### config.mk
export PLATFORM = sky130hd
export DESIGN_NAME = kti_key_timer1_irq_flags
export DESIGN_NICKNAME = d
export VERILOG_FILES = /design/src/verilog/kti_key_timer1_irq_flags.v
export VERILOG_INCLUDE_DIRS = /design/src /design/src/verilog
export SDC_FILE = /design/constraint.sdc
export NUM_CORES = 1
export LEC_CHECK = 0
export BUFFER_PORTS_ARGS = -buffer_cell sky130_fd_sc_hd__buf_2
export CELL_PAD_IN_SITES_DETAIL_PLACEMENT = 0
export CELL_PAD_IN_SITES_GLOBAL_PLACEMENT = 1
export CORE_MARGIN = 1
export CORE_UTILIZATION = 32
export DETAILED_ROUTE_END_ITERATION = 16
export MAX_ROUTING_LAYER = met4
export PLACE_DENSITY = 0.89
export SLEW_MARGIN = 15
export SYNTH_ARGS = -nofsm -noshare
export SYNTH_HDL_FRONTEND = slang
export SYNTH_SLANG_ARGS = --single-unit
### constraint.sdc
create_clock -name clock -period 2 [get_ports clock]
set_input_delay 0.1 -clock clock [delete_from_list [all_inputs] [get_ports clock]]
set_output_delay 0.1 -clock clock [all_outputs]
set_load 0.02 [all_outputs]
### src/verilog/kti_consts.vh
`ifndef KTI_CONSTS_VH
`define KTI_CONSTS_VH
// ==========================================================
// Register map
`define KTI_FLAGS_ADDR      4'h0
`define KTI_EDGE_ADDR       4'h4
// ==========================================================
// Field positions in the flag register
`define KTI_BIT_KEY_EN      3
`define KTI_BIT_KEY_PEND    2
`define KTI_BIT_T1_EN       1
`define KTI_BIT_T1_PEND     0
// ==========================================================
// Reset values
`define KTI_FLAGS_RST       4'h0
`define KTI_EDGE_RST        1'h0
// ==========================================================
// AXI response codes
`define KTI_RESP_OKAY       2'h0
`define KTI_RESP_SLVERR     2'h2
`endif

### src/verilog/kti_key_timer1_irq_flags.v
`timescale 1ns/1ns
`default_nettype none
`include "kti_consts.vh"
module kti_key_timer1_irq_flags #(
   parameter NKEYS = 8
) (
   input  wire             clock,
   input  wire             sys_rst,
   input  wire [NKEYS-1:0] key_input_pins,
   input  wire             timer1_event,
   input  wire             key_irq_ack,
   input  wire             timer1_irq_ack,
   output wire             key_pin_interrupt,
   output wire             timer1_interrupt,
   input  wire [3:0]       s_axi_awaddr,
   input  wire             s_axi_awvalid,
   output wire             s_axi_awready,
   input  wire [31:0]      s_axi_wdata,
   input  wire [3:0]       s_axi_wstrb,
   input  wire             s_axi_wvalid,
   output wire             s_axi_wready,
   output wire [1:0]       s_axi_bresp,
   output wire             s_axi_bvalid,
   input  wire             s_axi_bready,
   input  wire [3:0]       s_axi_araddr,
   input  wire             s_axi_arvalid,
   output wire             s_axi_arready,
   output wire [31:0]      s_axi_rdata,
   output wire [1:0]       s_axi_rresp,
   output wire             s_axi_rvalid,
   input  wire             s_axi_rready
);

   // ==========================================================
   // Storage
   reg [NKEYS-1:0] key_s1_r;      // First sync stage
   reg [NKEYS-1:0] key_s2_r;      // Second sync stage
   reg [NKEYS-1:0] key_d_r;       // Delayed for edge detect
   reg             key_irq_enable_r;
   reg             key_irq_pending_r;
   reg             timer1_irq_enable_r;
   reg             timer1_irq_pending_r;
   reg             edge_fall_r;   // 0 rising, 1 falling
   reg             aw_got_r;      // Write address held
   reg             w_got_r;       // Write data held
   reg [3:0]       awaddr_r;      // Captured write address
   reg [31:0]      wdata_r;       // Captured write data
   reg             wstrb0_r;      // Low lane strobe
   reg             bvalid_r;
   reg [1:0]       bresp_r;
   reg             rvalid_r;
   reg [1:0]       rresp_r;
   reg [31:0]      rdata_r;

   // ==========================================================
   // Word indexes of the two registers
   // Full byte addresses kept here so that the word index is a part-select
   // and no comparison has to widen or narrow a shifted macro
   localparam [3:0] FLG_ADDR = `KTI_FLAGS_ADDR; // Flag register
   localparam [3:0] EDG_ADDR = `KTI_EDGE_ADDR;  // Edge select register
   localparam [1:0] FLG_IDX  = FLG_ADDR[3:2];   // Flag word index
   localparam [1:0] EDG_IDX  = EDG_ADDR[3:2];   // Edge word index

   // ==========================================================
   // Edge detection on synchronised key pins
   // Only the second sync stage and its delayed copy feed this,
   // so a metastable first stage never reaches the flag
   wire [NKEYS-1:0] rise_w = key_s2_r & ~key_d_r;
   wire [NKEYS-1:0] fall_w = ~key_s2_r & key_d_r;
   wire key_edge_w = edge_fall_r ? (|fall_w) : (|rise_w);

   // ==========================================================
   // Write decode
   wire wr_go_w  = aw_got_r & w_got_r & ~bvalid_r;
   wire wr_flg_w = wr_go_w & wstrb0_r & (awaddr_r[3:2] == FLG_IDX);
   wire wr_edg_w = wr_go_w & wstrb0_r & (awaddr_r[3:2] == EDG_IDX);
   // Unmapped words answer with an error and change nothing
   wire wr_ok_w  = (awaddr_r[3:2] == FLG_IDX) ||
                   (awaddr_r[3:2] == EDG_IDX);

   assign s_axi_awready = ~aw_got_r;
   assign s_axi_wready  = ~w_got_r;
   assign s_axi_bvalid  = bvalid_r;
   assign s_axi_bresp   = bresp_r;
   assign s_axi_arready = ~rvalid_r;
   assign s_axi_rvalid  = rvalid_r;
   assign s_axi_rresp   = rresp_r;
   assign s_axi_rdata   = rdata_r;

   // ==========================================================
   // Interrupt outputs, flag and enable both set
   assign key_pin_interrupt = key_irq_enable_r & key_irq_pending_r;
   assign timer1_interrupt  = timer1_irq_enable_r & timer1_irq_pending_r;

   // ==========================================================
   // Key pin synchroniser and edge history
   always @(posedge clock or posedge sys_rst) begin
      if (sys_rst) begin
         key_s1_r <= {NKEYS{1'b0}};
         key_s2_r <= {NKEYS{1'b0}};
         key_d_r  <= {NKEYS{1'b0}};
      end else begin
         key_s1_r <= key_input_pins;
         key_s2_r <= key_s1_r;
         key_d_r  <= key_s2_r;
      end
   end

   // ==========================================================
   // Flag register; hardware set wins over any clear
   always @(posedge clock or posedge sys_rst) begin
      if (sys_rst) begin
         key_irq_enable_r     <= 1'b0;
         key_irq_pending_r    <= 1'b0;
         timer1_irq_enable_r  <= 1'b0;
         timer1_irq_pending_r <= 1'b0;
         edge_fall_r          <= `KTI_EDGE_RST;
      end else begin
         // Software writes first
         if (wr_flg_w) begin
            key_irq_enable_r     <= wdata_r[`KTI_BIT_KEY_EN];
            key_irq_pending_r    <= wdata_r[`KTI_BIT_KEY_PEND];
            timer1_irq_enable_r  <= wdata_r[`KTI_BIT_T1_EN];
            timer1_irq_pending_r <= wdata_r[`KTI_BIT_T1_PEND];
         end
         if (wr_edg_w) begin
            edge_fall_r <= wdata_r[0];
         end
         // Service acknowledge clears flag
         if (key_irq_ack) begin
            key_irq_pending_r <= 1'b0;
         end
         if (timer1_irq_ack) begin
            timer1_irq_pending_r <= 1'b0;
         end
         // Hardware events take priority
         if (key_edge_w) begin
            key_irq_pending_r <= 1'b1;
         end
         if (timer1_event) begin
            timer1_irq_pending_r <= 1'b1;
         end
      end
   end

   // ==========================================================
   // AXI write channel: capture AW and W in either order
   always @(posedge clock or posedge sys_rst) begin
      if (sys_rst) begin
         aw_got_r <= 1'b0;
         w_got_r  <= 1'b0;
         awaddr_r <= 4'h0;
         wdata_r  <= 32'h0;
         wstrb0_r <= 1'b0;
         bvalid_r <= 1'b0;
         bresp_r  <= `KTI_RESP_OKAY;
      end else begin
         if (s_axi_awvalid && !aw_got_r) begin
            aw_got_r <= 1'b1;
            awaddr_r <= s_axi_awaddr;
         end
         if (s_axi_wvalid && !w_got_r) begin
            w_got_r  <= 1'b1;
            wdata_r  <= s_axi_wdata;
            wstrb0_r <= s_axi_wstrb[0];
         end
         // Both halves present: answer
         if (wr_go_w) begin
            bvalid_r <= 1'b1;
            bresp_r  <= wr_ok_w ? `KTI_RESP_OKAY : `KTI_RESP_SLVERR;
         end
         // Response taken: free both halves
         if (bvalid_r && s_axi_bready) begin
            bvalid_r <= 1'b0;
            aw_got_r <= 1'b0;
            w_got_r  <= 1'b0;
         end
      end
   end

   // ==========================================================
   // AXI read channel: one cycle after address
   always @(posedge clock or posedge sys_rst) begin
      if (sys_rst) begin
         rvalid_r <= 1'b0;
         rresp_r  <= `KTI_RESP_OKAY;
         rdata_r  <= 32'h0;
      end else begin
         if (s_axi_arvalid && !rvalid_r) begin
            rvalid_r <= 1'b1;
            case (s_axi_araddr[3:2])
               FLG_IDX: begin
                  rdata_r <= {28'h0, key_irq_enable_r, key_irq_pending_r,
                              timer1_irq_enable_r, timer1_irq_pending_r};
                  rresp_r <= `KTI_RESP_OKAY;
               end
               EDG_IDX: begin
                  rdata_r <= {31'h0, edge_fall_r};
                  rresp_r <= `KTI_RESP_OKAY;
               end
               default: begin
                  rdata_r <= 32'h0;
                  rresp_r <= `KTI_RESP_SLVERR;
               end
            endcase
         end else if (rvalid_r && s_axi_rready) begin
            rvalid_r <= 1'b0;
         end
      end
   end

endmodule
`default_nettype wire

==> key figures <==
Logic synthesis
  • Post-Synth Adder-Cell Area: 0%
  • Post-synthesis compound-gate area fraction: 6.33%
  • Number of synthesized register bits: 46
  • Simple-Gate Fraction of Synth Area: 7.68%
  • Xor/xnor cell area share of the yosys netlist: 0%
  • Synth warnings: 0
  • Mapped cell area: 0.00186 mm²
  • Dominant combinational cell family by area after synthesis: buffers and inverters
  • Post-synth top flop: dfrtp_1
  • Share of the yosys chip area belonging to registers: 62.0%
  • Most frequent cell after synthesis: dfrtp_1
  • Syn_area_per_cell: between 10 and 15 µm²
  • Synth area leader: dfrtp_1
  • Largest cells by area after synthesis: dfrtp_1, buf_4, mux2_2
  • Post-synth ARST share: 100%
  • Syn Inst Count: roughly 140
  • Post-synth EDFFs: 0
  • Yosys cell types: 28
  • Mux cell area share after synthesis: under 10%
  • Post-synth top area share: between 60 and 70%
  • Most frequent cells after synthesis: dfrtp_1, buf_4, mux2_2

Final layout
  • Share of cells above drive strength 1: a little under a third
  • Final nets: between 200 and 300
  • Area delta synth->final: 23.3%
  • Filler cells: 547
  • Final cell area excluding filler cells: 0.00229 mm²
  • Final Util: around 41%
  • # diodes: 0

Timing
  • Final hold vios: 0
  • Period utilization: between 70% and 80%
  • Maximum clock frequency: 0.657 GHz
  • Worst relative slew slack: 62.2%
  • Setup-failing EPs final: 0
  • Max-slew violation count: 0
  • Min Hold Slack: 0.0179 ns
  • Setup TNS: 0 ns
  • Slew at the pin closest to its max-slew limit: 0.566 ns
  • Min Tclk post-route: 1.52 ns
  • RSZ-0062 raised after global routing: no
  • Final Skew: approximately 0.0080 ns

Clock tree
  • Number of CTS-inserted buffers: 5
  • Max clock buf depth: 2
  • H-tree depth: 2
  • Clk_lat worst skew: ~0.29 ns
  • Post-CTS Setup Inserts: 0
  • Root Buffer: clkbuf_8
  • Clock Pin Slew Worst Setup and Hold Paths: approximately 0.09 ns
  • CTS Sinks: 46
  • TritonCTS clock tree: built

GRT
  • Antenna violations before repair: 0
  • Global-route usage over all layers: between 10% and 20%
  • First-pass GRT wire length: 4990 µm
  • Vias in the first global route: ~1100
  • Gr ovfl total: 0
  • Pin count of the biggest net entering global routing: 47

Worst setup path
  • CP Data Arrival Time: about 1.7 ns
  • Worst endpoint required time: 2.19 ns
  • Worst-path fanout max: 5
  • Crit. End Element: flip-flop
  • Crit path kind: reg2reg
  • Crit path launch type: flip-flop

Run
  • Max Cap Viol: 0

Min path
  • Worst Hold Class: in2reg

Floorplan
  • Cell Rows: 27
  • Initial Utilization: 33.5%
  • Die Span Y: 78.2 µm
  • Die width: just under 80 µm
  • Die area: around 0.0061 mm²
  • Boundary Pins: approximately 110
  • Core area: approximately 0.0055 mm²

Detailed routing
  • Post-Route WL: between 2000 and 3000 µm
  • Remaining antenna violation count: 0
  • DR vias/cell: 4.02
  • Avg WL per Cell: 11.0 µm
  • DR vias: 1093
  • DRT Pass-1 Iters: 4
  • DRC viols: 0
  • Iteration-0 DRC Markers: 78

Power and ir drop
  • Power Dens Cells: ~1200 mW/mm²
  • Standby leakage power: between 1 and 1.5 nW
  • Worst vdd ir: 366 µV

Placement
  • Placed wire-length estimate: 2180 µm
  • Area post-placement: 0.00202 mm²
  • PortBufs: 39
  • Final RePlAce weighted congestion: 0.716

Outcome
  • Outcome: completed
## worst max-delay path, cell delays in order (launching register included)
cell	delay [ns]
dfrtp_1	0.42
nand3b_4	0.18
or3_1	0.48
mux2_4	0.34
## cell usage in the layout (no fill, tap or decap), types with 2 or more instances in the layout
master	instances
mux2_2	10
mux2i_1	3
dlygate4sd3_1	13
a22o_1	3
nor2b_1	6
clkbuf_8	5
and2_1	2
conb_1	30
nand2_1	3
bufinv_16	2
a21oi_1	2
inv_1	8
dfrtp_1	46
buf_2	39
o21ai_0	3
mux2_4	2
nand2b_1	4
nor2_1	3
o22ai_1	2
## flip-flops by register name, indices dropped and copies added (netlist names)
name and cells:
key_d_r 8, key_s1_r 8, key_s2_r 8, s_axi_rdata 4, wdata_r 4, awaddr_r 2
aw_got_r 1, edge_fall_r 1, key_irq_enable_r 1, key_irq_pending_r 1, s_axi_bresp 1, s_axi_bvalid 1
s_axi_rresp 1, s_axi_rvalid 1, timer1_irq_enable_r 1, timer1_irq_pending_r 1, w_got_r 1, wstrb0_r 1
## per-stage QoR
| stage | total power [mW] | setup slack (ns) | instances |
|---|---|---|---|
| after detailed placement | 1.88 | 0.477 | 251 |
| final | 2.68 | 0.477 | 272 |
| after CTS | 2.72 | 0.473 | 272 |
| after global placement | 1.86 | 0.491 | 251 |
| after global routing | 2.83 | 0.272 | 272 |
| after floorplan | 1.74 | 0.445 | 170 |
## area by class of cell
cell class / instances / area [µm²] / area share (%)
clock buffers: 5 / 68.8 / 3.00
flip-flops and latches: 46 / 1150 / 50.2
multi-input cells: 84 / 546 / 23.8
clock inverters: 3 / 68.8 / 3.00
well taps: 72 / 90.1 / 3.93
repair buffers: 53 / 333 / 14.5
inverters: 9 / 33.8 / 1.47
## final timing paths
path	start	depth (start not counted)	end	slack, ns
hold reg to reg	key_s1_r[6]	0	key_s2_r[6]	0.35
max in group asynchronous	sys_rst	4	s_axi_bvalid	1.13
hold / removal	timer1_event	2	timer1_irq_pending_r	0.02
setup reg to reg	s_axi_bvalid	3	timer1_irq_enable_r	0.48
min in group asynchronous	sys_rst	4	key_s1_r[1]	0.48
setup / recovery	s_axi_bvalid	3	timer1_irq_enable_r	0.48
## report_power, final
group          switching (mW)  leakage, nW  internal [mW]  total, mW
clock                   0.304       0.0683          0.500      0.804
combinational           0.317        0.540          0.297      0.614
sequential              0.137        0.541           1.12       1.26
## metal layers
metal	track usage, %	vias to the layer above	share of wire, %
met4	6.30	0	2.4
met2	17.5	40	51
met5	-	-	0
met3	2.91	7	5.1
met1	12.8	524	42
li1	-	522	-
## kinds of logic after synthesis
group,count (synthesis)
flip-flops,46
buffers and inverters,40
AND/OR/NAND/NOR,23
AO/OA/AOI/OAI,16
multiplexers,15
other,1
## repair_timing
| action | in CTS | in global routing |
|---|---|---|
| endpoints found under the hold margin | 58 | 0 |
| hold buffers | 13 | 0 |
| resized for setup | 0 | 0 |
Note: power is estimated with default switching activity, not from simulation.
